===== src/hw/rac_pkg.sv =====
// rac_pkg: register map, field layout, reset values and interval codes
// for the alarm, calibration and timestamp part of the calendar clock.
// assumes a 16-bit register port with a 4-bit word address.
package rac_pkg;

  // ------------------------------------------------------------------
  // register port geometry
  // ------------------------------------------------------------------
  localparam int ADDR_W = 4;
  localparam int DATA_W = 16;

  // ------------------------------------------------------------------
  // register offsets
  // ------------------------------------------------------------------
  localparam logic [3:0] OFF_CONTROL_ONE_LOW  = 4'h0;
  localparam logic [3:0] OFF_CONTROL_ONE_HIGH = 4'h1;
  localparam logic [3:0] OFF_STATUS           = 4'h2;
  localparam logic [3:0] OFF_COARSE_PRESCALE  = 4'h3;
  localparam logic [3:0] OFF_FINE_PRESCALE    = 4'h4;
  localparam logic [3:0] OFF_TS_TIME_HIGH     = 4'h5;
  localparam logic [3:0] OFF_TS_DATE_LOW      = 4'h6;
  localparam logic [3:0] OFF_TS_DATE_HIGH     = 4'h7;
  localparam logic [3:0] OFF_ALARM_TIME_LOW   = 4'h8;
  localparam logic [3:0] OFF_ALARM_TIME_HIGH  = 4'h9;
  localparam logic [3:0] OFF_ALARM_DATE_LOW   = 4'ha;
  localparam logic [3:0] OFF_ALARM_DATE_HIGH  = 4'hb;

  // ------------------------------------------------------------------
  // field positions
  // ------------------------------------------------------------------
  localparam int BIT_CAPTURE_ENABLE   = 0;
  localparam int BIT_CLOCK_PIN_OE     = 7;
  localparam int BIT_ALARM_ON         = 15;
  localparam int BIT_ENDLESS_REPEAT   = 14;
  localparam int BIT_CAPTURE_EVENT    = 3;
  localparam int INTERVAL_LSB         = 8;
  localparam int REPEAT_LSB           = 0;

  // implemented bits of each calendar-format register
  localparam logic [15:0] MASK_TIME_LOW  = 16'h7f00;
  localparam logic [15:0] MASK_TIME_HIGH = 16'h3f7f;
  localparam logic [15:0] MASK_DATE_LOW  = 16'h3f07;
  localparam logic [15:0] MASK_DATE_HIGH = 16'hff1f;

  // ------------------------------------------------------------------
  // reset values and endless-repeat reload
  // ------------------------------------------------------------------
  localparam logic [15:0] COARSE_RST = 16'h4000;
  localparam logic [4:0]  FINE_RST   = 5'h00;
  localparam logic [7:0]  REPEAT_MAX = 8'hff;
  // one oscillator edge in the 16.5 fixed-point accumulator
  localparam logic [20:0] PRESCALE_STEP = 21'h000020;

  // ------------------------------------------------------------------
  // alarm interval select codes
  // ------------------------------------------------------------------
  localparam logic [3:0] IVL_HALF_SECOND = 4'h0;
  localparam logic [3:0] IVL_SECOND      = 4'h1;
  localparam logic [3:0] IVL_TEN_SECONDS = 4'h2;
  localparam logic [3:0] IVL_MINUTE      = 4'h3;
  localparam logic [3:0] IVL_TEN_MINUTES = 4'h4;
  localparam logic [3:0] IVL_HOUR        = 4'h5;
  localparam logic [3:0] IVL_DAY         = 4'h6;
  localparam logic [3:0] IVL_WEEK        = 4'h7;
  localparam logic [3:0] IVL_MONTH       = 4'h8;
  localparam logic [3:0] IVL_YEAR        = 4'h9;

endpackage : rac_pkg


===== src/hw/rac_core.sv =====
// rac_core: alarm with repeat, timestamp capture and calibration regs.
// assumes calendar counters on clock supply cur_* in the same domain;
// tamper_input and osc_in are asynchronous pins.
//
// Our own choices: the address-and-strobe port and the placing of the registers.
`timescale 1ns/1ps
module rac_core
  import rac_pkg::*;
#(
  parameter int ADDR_WIDTH = ADDR_W
)(
  // clock and resets
  input  wire logic        clock,
  input  wire logic        rst_b,
  input  wire logic        por_b,
  // register port
  input  wire logic [3:0]  addr,
  input  wire logic [15:0] wr_data,
  input  wire logic        wr_en,
  input  wire logic        rd_en,
  output logic      [15:0] rd_data,
  // running calendar
  input  wire logic [15:0] cur_time_low,
  input  wire logic [15:0] cur_time_high,
  input  wire logic [15:0] cur_date_low,
  input  wire logic [15:0] cur_date_high,
  // pins
  input  wire logic        osc_in,
  input  wire logic        tamper_input,
  // events and status
  output logic             half_tick,
  output logic             alarm_irq,
  output logic             capture_irq,
  output logic             clock_pin_output_enable
);

  if (ADDR_WIDTH != ADDR_W) begin : g_addr_check
    $error("rac_core supports only a 4-bit address");
  end

  typedef struct packed {
    logic        capture_enable;
    logic        clk_oe;
    logic        alarm_on;
    logic        endless_repeat;
    logic [3:0]  interval;
    logic [7:0]  repeat_count;
    logic [15:0] coarse;
    logic [4:0]  fine_prescale;
    logic [15:0] alm_tl;
    logic [15:0] alm_th;
    logic [15:0] alm_dl;
    logic [15:0] alm_dh;
    logic        capture_event_flag;
    logic [1:0]  tmp_sync;
    logic        tmp_prev;
    logic        prev_match;
    logic        alarm_pulse;
    logic        cap_pulse;
    logic [15:0] rd_data;
  } rac_core_type;

  typedef struct packed {
    logic [15:0] th;
    logic [15:0] dl;
    logic [15:0] dh;
  } rac_stamp_type;

  rac_core_type  q;
  rac_core_type  d;
  rac_stamp_type ts_q;
  rac_stamp_type ts_d;

  logic sec_phase;
  logic wr_ctrl_high;
  logic s1, s10, m1, m10, hr, wd, dy, mo;
  logic match;
  logic fire;
  logic alarm_event;
  logic tamper_fall;
  logic manual_cap;
  logic capture;
  logic [15:0] keep_th, keep_dl, keep_dh;

  rac_prescale u_prescale (
    .clock      (clock),
    .rst_b      (rst_b),
    .osc_in     (osc_in),
    .coarse_div (q.coarse),
    .fine_div   (q.fine_prescale),
    .half_tick  (half_tick),
    .sec_phase  (sec_phase)
  );

  // ------------------------------------------------------------------
  // next state
  // ------------------------------------------------------------------
  always_comb begin
    d = q;
    ts_d = ts_q;
    wr_ctrl_high = wr_en && (addr == OFF_CONTROL_ONE_HIGH);
    // full-word storage while capture is off
    keep_th = q.capture_enable ? MASK_TIME_HIGH : 16'hffff;
    keep_dl = q.capture_enable ? MASK_DATE_LOW : 16'hffff;
    keep_dh = q.capture_enable ? MASK_DATE_HIGH : 16'hffff;

    // digit comparators
    s1  = cur_time_low[11:8]  == q.alm_tl[11:8];
    s10 = cur_time_low[14:12] == q.alm_tl[14:12];
    m1  = cur_time_high[3:0]  == q.alm_th[3:0];
    m10 = cur_time_high[6:4]  == q.alm_th[6:4];
    hr  = cur_time_high[13:8] == q.alm_th[13:8];
    wd  = cur_date_low[2:0]   == q.alm_dl[2:0];
    dy  = cur_date_low[13:8]  == q.alm_dl[13:8];
    mo  = cur_date_high[4:0]  == q.alm_dh[4:0];

    // interval select picks digits that must agree
    case (q.interval)
      IVL_TEN_SECONDS: match = s1;
      IVL_MINUTE:      match = s1 & s10;
      IVL_TEN_MINUTES: match = s1 & s10 & m1;
      IVL_HOUR:        match = s1 & s10 & m1 & m10;
      IVL_DAY:         match = s1 & s10 & m1 & m10 & hr;
      IVL_WEEK:        match = s1 & s10 & m1 & m10 & hr & wd;
      IVL_MONTH:       match = s1 & s10 & m1 & m10 & hr & dy;
      IVL_YEAR:        match = s1 & s10 & m1 & m10 & hr & dy & mo;
      default:         match = 1'b0;
    endcase

    case (q.interval)
      IVL_HALF_SECOND: fire = 1'b1;
      IVL_SECOND:      fire = sec_phase;
      default:         fire = match & ~q.prev_match;
    endcase
    alarm_event = q.alarm_on & half_tick & fire;

    // tamper pin sync and falling edge
    d.tmp_sync = {q.tmp_sync[0], tamper_input};
    d.tmp_prev = q.tmp_sync[1];
    tamper_fall = q.tmp_prev & ~q.tmp_sync[1];
    manual_cap = wr_en && (addr == OFF_STATUS) &&
                 wr_data[BIT_CAPTURE_EVENT];
    capture = q.capture_enable && !q.capture_event_flag &&
              (tamper_fall || manual_cap);

    // register writes, reserved bits masked; timestamp words masked only while capture is on
    if (wr_en) begin
      case (addr)
        OFF_CONTROL_ONE_LOW: begin
          d.capture_enable = wr_data[BIT_CAPTURE_ENABLE];
          d.clk_oe = wr_data[BIT_CLOCK_PIN_OE];
        end
        OFF_CONTROL_ONE_HIGH: begin
          d.alarm_on = wr_data[BIT_ALARM_ON];
          d.endless_repeat = wr_data[BIT_ENDLESS_REPEAT];
          d.interval = wr_data[INTERVAL_LSB +: 4];
          d.repeat_count = wr_data[REPEAT_LSB +: 8];
        end
        OFF_STATUS: begin
          if (!wr_data[BIT_CAPTURE_EVENT]) begin
            d.capture_event_flag = 1'b0;
          end
        end
        OFF_COARSE_PRESCALE: d.coarse = wr_data;
        OFF_FINE_PRESCALE:   d.fine_prescale = wr_data[4:0];
        OFF_TS_TIME_HIGH:    ts_d.th = wr_data & keep_th;
        OFF_TS_DATE_LOW:     ts_d.dl = wr_data & keep_dl;
        OFF_TS_DATE_HIGH:    ts_d.dh = wr_data & keep_dh;
        OFF_ALARM_TIME_LOW:  d.alm_tl = wr_data & MASK_TIME_LOW;
        OFF_ALARM_TIME_HIGH: d.alm_th = wr_data & MASK_TIME_HIGH;
        OFF_ALARM_DATE_LOW:  d.alm_dl = wr_data & MASK_DATE_LOW;
        OFF_ALARM_DATE_HIGH: d.alm_dh = wr_data & MASK_DATE_HIGH;
        default: ;
      endcase
    end

    // capture wins over stored value and sets the flag
    if (capture) begin
      ts_d.th = cur_time_high & MASK_TIME_HIGH;
      ts_d.dl = cur_date_low & MASK_DATE_LOW;
      ts_d.dh = cur_date_high & MASK_DATE_HIGH;
      d.capture_event_flag = 1'b1;
    end
    d.cap_pulse = capture;

    // first-match tracking; armed only while enabled
    if (!q.alarm_on) begin
      d.prev_match = 1'b1;
    end else if (half_tick) begin
      d.prev_match = match;
    end

    // repeat bookkeeping overrides a same-cycle write
    if (alarm_event) begin
      if (q.repeat_count != 8'h00) begin
        d.repeat_count = q.repeat_count - 8'h01;
      end else if (q.endless_repeat) begin
        d.repeat_count = REPEAT_MAX;
      end else begin
        d.alarm_on = 1'b0;
      end
    end
    d.alarm_pulse = alarm_event;

    // read data, one cycle after the strobe
    d.rd_data = 16'h0000;
    if (rd_en) begin
      case (addr)
        OFF_CONTROL_ONE_LOW: begin
          d.rd_data[BIT_CAPTURE_ENABLE] = q.capture_enable;
          d.rd_data[BIT_CLOCK_PIN_OE] = q.clk_oe;
        end
        OFF_CONTROL_ONE_HIGH: begin
          d.rd_data[BIT_ALARM_ON] = q.alarm_on;
          d.rd_data[BIT_ENDLESS_REPEAT] = q.endless_repeat;
          d.rd_data[INTERVAL_LSB +: 4] = q.interval;
          d.rd_data[REPEAT_LSB +: 8] = q.repeat_count;
        end
        OFF_STATUS:
          d.rd_data[BIT_CAPTURE_EVENT] = q.capture_event_flag;
        OFF_COARSE_PRESCALE: d.rd_data = q.coarse;
        OFF_FINE_PRESCALE:   d.rd_data[4:0] = q.fine_prescale;
        OFF_TS_TIME_HIGH:    d.rd_data = ts_q.th & keep_th;
        OFF_TS_DATE_LOW:     d.rd_data = ts_q.dl & keep_dl;
        OFF_TS_DATE_HIGH:    d.rd_data = ts_q.dh & keep_dh;
        OFF_ALARM_TIME_LOW:  d.rd_data = q.alm_tl;
        OFF_ALARM_TIME_HIGH: d.rd_data = q.alm_th;
        OFF_ALARM_DATE_LOW:  d.rd_data = q.alm_dl;
        OFF_ALARM_DATE_HIGH: d.rd_data = q.alm_dh;
        default:             d.rd_data = 16'h0000;
      endcase
    end
  end

  // ------------------------------------------------------------------
  // state registers
  // ------------------------------------------------------------------
  always_ff @(posedge clock or negedge rst_b) begin
    if (!rst_b) begin
      q <= '{coarse: COARSE_RST, fine_prescale: FINE_RST,
             prev_match: 1'b1, tmp_sync: 2'b11, tmp_prev: 1'b1,
             default: '0};
    end else begin
      q <= d;
    end
  end

  // timestamp storage cleared by power-on only
  always_ff @(posedge clock or negedge por_b) begin
    if (!por_b) begin
      ts_q <= '0;
    end else begin
      ts_q <= ts_d;
    end
  end

  assign rd_data = q.rd_data;
  assign alarm_irq = q.alarm_pulse;
  assign capture_irq = q.cap_pulse;
  assign clock_pin_output_enable = q.clk_oe;
endmodule : rac_core


===== src/hw/rac_prescale.sv =====
// rac_prescale: 21-bit calibrated divider giving half-second ticks.
// assumes osc_in is the crystal clock seen as a pin, slow against clock.
`timescale 1ns/1ps
module rac_prescale
  import rac_pkg::*;
(
  // clock and reset
  input  wire logic        clock,
  input  wire logic        rst_b,
  // oscillator pin and calibration
  input  wire logic        osc_in,
  input  wire logic [15:0] coarse_div,
  input  wire logic [4:0]  fine_div,
  // ticks
  output logic             half_tick,
  output logic             sec_phase
);

  typedef struct packed {
    logic [1:0]  sync;
    logic        prev;
    logic [20:0] acc;
    logic        tick;
    logic        phase;
  } rac_pre_type;

  rac_pre_type q;
  rac_pre_type d;
  logic [20:0] limit;
  logic [21:0] sum;
  logic        rise;

  // ------------------------------------------------------------------
  // divider
  // ------------------------------------------------------------------
  always_comb begin
    d = q;
    d.sync = {q.sync[0], osc_in};
    d.prev = q.sync[1];
    rise = q.sync[1] & ~q.prev;
    // coarse and fine joined; larger value, slower tick
    limit = {coarse_div, fine_div};
    if (limit < PRESCALE_STEP) begin
      limit = PRESCALE_STEP;
    end
    // spare top bit so a limit near full scale cannot wrap the sum
    sum = {1'b0, q.acc} + {1'b0, PRESCALE_STEP};
    d.tick = 1'b0;
    if (rise) begin
      if (sum >= {1'b0, limit}) begin
        d.acc = 21'(sum - {1'b0, limit});
        d.tick = 1'b1;
        d.phase = ~q.phase;
      end else begin
        d.acc = sum[20:0];
      end
    end
  end

  always_ff @(posedge clock or negedge rst_b) begin
    if (!rst_b) begin
      q <= '0;
    end else begin
      q <= d;
    end
  end

  assign half_tick = q.tick;
  assign sec_phase = q.phase;
endmodule : rac_prescale

===== config.mk =====
export PLATFORM = sky130hd
export DESIGN_NAME = rac_core
export DESIGN_NICKNAME = d
export VERILOG_FILES = /design/src/hw/rac_pkg.sv /design/src/hw/rac_core.sv /design/src/hw/rac_prescale.sv
export SDC_FILE = /design/constraint.sdc
export NUM_CORES = 1
export LEC_CHECK = 0
export CAP_MARGIN = 10
export CORE_ASPECT_RATIO = 0.9
export CORE_UTILIZATION = 55
export CTS_CLUSTER_SIZE = 30
export DETAILED_ROUTE_END_ITERATION = 10
export DONT_BUFFER_PORTS = 1
export PLACE_DENSITY = 0.7
export REMOVE_ABC_BUFFERS = 1
export SLEW_MARGIN = 15
export SYNTH_ARGS = -nofsm -noshare
export SYNTH_HDL_FRONTEND = slang
export SYNTH_SLANG_ARGS = --single-unit

===== constraint.sdc =====
create_clock -name clock -period 4.7 [get_ports clock]
set_clock_uncertainty 0.05 [all_clocks]
set_input_delay 0.47 -clock clock [delete_from_list [all_inputs] [get_ports clock]]
set_output_delay 0.47 -clock clock [all_outputs]
set_load 0.02 [all_outputs]

==> out/metrics.yaml, run 1 <==
global_routing:
  use_met1_pct: 45.8
  grt_start_max_net_pins: 129
  busiest_layer: "met1"
  grt_antenna_before_repair: 0
  grt-ovfl-total: 0
  use_met3_pct: 9.17
  grt_usage_pct: 30.9
  grt_pass1_vias: 7467
  grt_pass1_wl_mm: 42.8
  grtUsageMet2_pct: 43.1
synthesis:
  synth_ff_type: "dfrtp_1"
  yosysWarningCount: 0
  synthCells: 1046
  synthAdderAreaFrac_pct: 3.20
  synth_compound_area_share_pct: 16.6
  yosys.area_share.simple_pct: 13.9
  synth-seq-cells: 176
  synth-edff-count: 0
  synthXorXnorAreaFrac_pct: 6.29
  synth_area_mm2: 0.0100
  synth_top_family_by_area: "compound AO/OA/AOI/OAI gates"
  synth_cell_types: 69
  ys_seq_area_share_pct: 44.0
  syn_avg_cell_area_um2: 9.58
  synthArstFlopShare_pct: 100
  muxShareOfSynthArea_pct: 11.2
routing:
  dr.first_iter.drc_count: 749
  via_count: 7927
  avgViaCountPerCell: 6.27
  wl_mm: 27.7
  drc: 0
  ant_nets: 0
  first_pass_iters: 5
  wl_per_cell_um: 21.9
setup_path:
  critPathArrivalTime_ns: 4.56
  cp-end-kind: "flip-flop"
  r2r_cells: 14
  r2r-start: "q[105]"
  ff2ff_setup_slack_ns: 0.44
  worst_ep_required_time_ns: 5.00
  rr_endpoint: "u_prescale.q[15]"
  cp_max_fo: 32
  worst_setup_path_start_kind: "flip-flop"
  worst-setup-path-type: "reg2reg"
floorplan:
  dieArea_mm2: 0.0188
  start_util_pct: 56.5
  fp.coreArea_mm2: 0.0177
  rows: 46
  die_w_um: 144
  io_pins: 111
  die_height_um: 130
placed_design:
  dp_hpwl_mm: 19.2
  port_buffers: 0
  postPlaceCellArea_mm2: 0.0101
  placed_cells: 1229
  place_congestion: 0.952
  pre_cts_ws_ns: 0.543
sta:
  period_share_pct: 90.6
  worst_hold_slack_ns: -0.0225
  hold_violations: 25
  worstMarginPinSlew_ns: 1.20
  rsz0062_at_grt: "false"
  slew_headroom_pct: 20.1
  final.setup.tns_ns: 0
  fin_crit_ns: 4.26
  fmax_mhz: 235
  setup_viol: 0
  worst_slack_ns: 0.442
  final_max_slew_viol_count: 0
cells_and_area:
  diodes: 0
  fin_nets: 1129
  syn_to_final_growth_pct: 7.51
  instances_no_fill: 1265
  drive_above_1_share_pct: 12.0
  fin_area_mm2: 0.0108
  fin_util_pct: 60.8
worst_hold_path:
  hold_path.class: "in2async"
clocking:
  cts_root_buffer: "clkbuf_16"
  cts_tree: "done"
  clockBufferDepth: 2
  cts.htree.levels: 4
  cts_buffers: 17
  cts_sinks: 176
  clkTransAtPathRegs_ns: 0.07
  clk_latency_ns: 0.43
power:
  vdd_drop_max_uv: 260
  p_total_mw: 6.14
  leakagePower_nw: 4.78
  power_density_mw_per_mm2: 570
run_status:
  outcome: "finished, violations left"
  violations: "hold timing"
flow_run:
  maxCapViolCount: 0
## state kept, by name, summed over array words and instances (netlist names)
| signal | count |
|---|---|
| q | 81 |
| ts_q | 48 |
| u_prescale.sec_phase | 1 |
| u_prescale.half_tick | 1 |
| clock_pin_output_enable | 1 |
| rd_data | 16 |
| u_prescale.q | 22 |
| d | 2 |
| u_prescale.d | 2 |
| alarm_irq | 1 |
| capture_irq | 1 |
## critical path, stage by stage (launching register included)
cell      delay (ns)
dfrtp_1         0.46
nor4_1          0.50
nand4_1         0.36
nor2b_1         0.24
ha_1            0.34
a211oi_1        0.26
nor2_1          0.09
o31a_1          0.30
o31ai_1         0.33
a41oi_1         0.26
a21oi_2         0.21
buf_4           0.33
nor4b_1         0.26
a31oi_1         0.07
o211ai_1        0.10
## cells in the mapped netlist, types with 17 or more instances
library cell | count | area, um^2
a21oi_1 | 41 | 205
a22oi_1 | 29 | 218
a31oi_1 | 24 | 150
buf_4 | 17 | 128
clkbuf_1 | 45 | 169
dfrtp_1 | 171 | 4280
ha_1 | 24 | 300
inv_1 | 36 | 135
mux2_2 | 56 | 631
mux2i_1 | 49 | 490
nand2_1 | 144 | 541
nand3_1 | 20 | 100
nor2_1 | 53 | 199
nor3_1 | 25 | 125
o21ai_0 | 77 | 385
xnor2_1 | 32 | 280
xor2_1 | 40 | 350
## how the worst max path moves through the flow
stage	to	cells past startpoint	slack, ns	from
floorplan	ts_q[23]	5	-0.68	addr[1]
global placement	u_prescale.q[15]	14	0.57	q[103]
detailed placement	u_prescale.q[15]	14	0.54	q[103]
CTS	u_prescale.q[15]	14	0.50	q[103]
global route	u_prescale.q[15]	14	0.16	q[107]
finish	u_prescale.q[15]	14	0.44	q[105]
## routing by layer
layer | vias to the layer above | part of all wire, %
met3 | 40 | 10
met2 | 352 | 42
met1 | 3881 | 46
li1 | 3654 | -
met4 | 0 | 2.3
met5 | - | 0
## cell usage in the layout (no fill, tap or decap), drive strengths merged, types with 24 or more instances in the layout
master  count
dfrtp     171
nand2     145
o21ai      85
mux2       56
nor2       53
mux2i      49
a21oi      41
xor2       40
inv        39
xnor2      32
a22oi      29
nor3       25
a31oi      24
ha         24
## cells by family after synthesis
group | count (synthesis)
AO/OA/AOI/OAI | 255
XOR/XNOR | 72
adder cells (fa/ha/maj) | 25
buffers and inverters | 107
flip-flops | 176
multiplexers | 105
AND/OR/NAND/NOR | 306
## timing repair
action                    CTS  global route
hold buffers                5             0
hold endpoints to repair  178             0
resized for setup           0             0
buffers inserted            0             0
## area by class of cell
type	instances	area [um^2]
Clock buffer	20	467
Clock inverter	11	130
Fill cell	1502	6950
Inverter	36	135
Multi-Input combinational cell	763	5140
Sequential cell	176	4410
Tap cell	240	300
Timing Repair Buffer	19	190
## where the power goes
part	internal, mW	switching [mW]	leakage, nW
clock	0.829	0.619	0.293
sequential	2.00	0.462	2.17
combinational	1.01	1.23	2.32
total	3.83	2.31	4.78
(Power assumes the default switching activity.)
==> inputs of run 2 (changes only) <==
--- a/config.mk
+++ b/config.mk
@@ -7,11 +7,10 @@
 export LEC_CHECK = 0
 export CAP_MARGIN = 10
 export CORE_ASPECT_RATIO = 0.9
-export CORE_UTILIZATION = 55
+export CORE_UTILIZATION = 46
 export CTS_CLUSTER_SIZE = 30
 export DETAILED_ROUTE_END_ITERATION = 10
 export DONT_BUFFER_PORTS = 1
-export PLACE_DENSITY = 0.7
 export REMOVE_ABC_BUFFERS = 1
 export SLEW_MARGIN = 15
 export SYNTH_ARGS = -nofsm -noshare
==> out/metrics.yaml, run 2 (synthesized netlist as in run 1, its figures left out) <==
setup_path:
  cp-end-kind: "flip-flop"  # unchanged
  worst_setup_path_start_kind: "flip-flop"  # unchanged
  critPathArrivalTime_ns: 4.58  # was 4.56 ns
  cp_num_buf_inv: 1  # unchanged
  cpPeakStageDelay_ns: 0.47  # was 0.50 ns
  worst_ep_required_time_ns: 5.01  # was 5.00 ns
  path_cells: "nor4_1 -> nand4_1 -> nor2b_1 -> ha_1 -> a211oi_1 -> nor2_1 -> o31a_1 -> o31ai_1 -> a41oi_1 -> a21oi_2 -> buf_4 -> nor4b_1 -> a31oi_1 -> o211ai_1"  # unchanged
  slowest_stage: "nor4_1"  # unchanged
  worst-setup-path-type: "reg2reg"  # unchanged
  cp_top_family: "compound AO/OA/AOI/OAI gates"  # unchanged
  cp_max_fo: 28  # was 32
flow_run:
  maxCapViolCount: 0  # unchanged
sta:
  period_share_pct: 90.9  # was 90.6%
  setup_viol: 0  # unchanged
  final_max_slew_viol_count: 0  # unchanged
  fmax_mhz: 234  # was 235 MHz
  hold_violations: 0  # was 25
  worstMarginPinSlew_ns: 1.08  # was 1.20 ns
  fin_crit_ns: 4.27  # was 4.26 ns
  slew_headroom_pct: 27.8  # was 20.1%
  rsz0062_at_grt: "false"  # unchanged
  final.setup.tns_ns: 0  # unchanged
power:
  power_density_mw_per_mm2: 566  # was 570 mW/mm^2
  leakagePower_nw: 4.78  # about the same
  vdd_drop_max_uv: 216  # was 260 uV
clocking:
  clockBufferDepth: 2  # unchanged
  cts_setup_buffers: 0  # unchanged
  cts_tree: "done"  # unchanged
  cts.htree.levels: 4  # unchanged
  clk_latency_ns: 0.44  # was 0.43 ns
  cts_buffers: 17  # unchanged
  cts_root_buffer: "clkbuf_16"  # unchanged
  clkTransAtPathRegs_ns: 0.08  # was 0.07 ns
  cts_sinks: 176  # unchanged
cells_and_area:
  drive_above_1_share_pct: 12.2  # was 12.0%
  fin_area_mm2: 0.0108  # about the same
  syn_to_final_growth_pct: 8.08  # was 7.51%
  largest_register_ffs: 81  # unchanged
  final_common_cell: "dfrtp_1"  # unchanged
  instances_no_fill: 1314  # was 1265
  final-seq-area_mm2: 0.00441  # unchanged
  nFillCells: 1951  # was 1502
  layout_common_cells: "dfrtp_1, nand2_1, o21ai_0"  # unchanged
  diodes: 0  # unchanged
  multi_input_area_mm2: 0.00514  # unchanged
  fin_nets: 1132  # was 1129
  top_register: "q"  # unchanged
  top_regs: "q x81, ts_q x48, u_prescale.q x22"  # unchanged
routing:
  via_count: 7906  # was 7927
  avgViaCountPerCell: 6.02  # was 6.27
  first_pass_iters: 5  # unchanged
  drc: 0  # unchanged
  wl_per_cell_um: 22.2  # was 21.9 um
  wl_mm: 29.2  # was 27.7 mm
  ant_nets: 0  # unchanged
  dr.first_iter.drc_count: 675  # was 749
global_routing:
  grt_usage_pct: 27.1  # was 30.9%
  grt_start_max_net_pins: 129  # unchanged
  grt_pass1_vias: 7565  # was 7467
  grt_pass1_wl_mm: 44.8  # was 42.8 mm
  grt-ovfl-total: 0  # unchanged
  grt_antenna_before_repair: 0  # unchanged
run_status:
  outcome: "finished, final reports clean"  # was finished, violations left
floorplan:
  dieArea_mm2: 0.0224  # was 0.0188 mm^2
  fp.coreArea_mm2: 0.0211  # was 0.0177 mm^2
  io_pins: 111  # unchanged
  die_w_um: 158  # was 144 um
  rows: 50  # was 46
  start_util_pct: 47.5  # was 56.5%
  die_height_um: 142  # was 130 um
placed_design:
  place_congestion: 0.874  # was 0.952
  dp_hpwl_mm: 20.3  # was 19.2 mm
  placed_cells: 1277  # was 1229
  postPlaceCellArea_mm2: 0.0102  # was 0.0101 mm^2
  port_buffers: 0  # unchanged
worst_hold_path:
  hold_path.class: "in2reg"  # was in2async
[run 2: cell types whose count changed in the layout (fill, tap and decap cells not counted), sizes merged]
cell / delta
buf: +2
bufinv: -2
clkbuf: -3
clkinv: +1
clkinvlp: -1
dlygate4sd3: +1
inv: +5
[run 2: cell type report]
type,instances,share of cell area [%]
Clock buffer,17,3.93
Clock inverter,14,1.34
Inverter,36,1.25
Multi-Input combinational cell,763,47.5
Sequential cell,176,40.7
Tap cell,286,3.30
Timing Repair Buffer,22,1.99
[run 2: path summary, 6_finish.rpt]
check / start / endpoint / slack, ns / cells after the start
max: q[105] / u_prescale.q[15] / 0.43 / 14
min: addr[3] / rd_data[7] / 0.09 / 1
max reg2reg: q[105] / u_prescale.q[15] / 0.43 / 14
min reg2reg: u_prescale.d[25] / u_prescale.d[23] / 0.30 / 0
max in group asynchronous: rst_b / u_prescale.q[4] / 3.40 / 2
min in group asynchronous: por_b / ts_q[26] / 0.54 / 2
[run 2: timing repair]
item | in CTS | in global routing
endpoints found under the hold margin | 178 | 0
hold buffers | 6 | 0
resized for setup | 0 | 0
[run 2: metrics by stage]
stage	power (mW)	hold WS, ns	utilization, %	worst slack, ns
2_1_floorplan	4.09	0.124	-	-0.676
6_report	6.13	0.0869	51.4	0.430
3_3_place_gp	4.62	0.126	48.2	0.519
5_1_grt	6.56	0.0710	51.4	0.155
3_5_place_dp	4.67	0.126	48.2	0.422
4_1_cts	6.14	0.0723	51.4	0.388
[run 2: report_power, final]
part | switching (mW) | total, mW | internal (mW)
combinational | 1.24 | 2.26 | 1.02
sequential | 0.470 | 2.47 | 2.00
clock | 0.699 | 1.41 | 0.708
total | 2.41 | 6.13 | 3.72
[run 2: per-layer routing]
layer / share of wire, % / track usage [%]
met4: 1.4 / 7.15
met5: 0 / 0
met3: 7.9 / 6.94
met2: 43 / 38.3
met1: 48 / 40.5
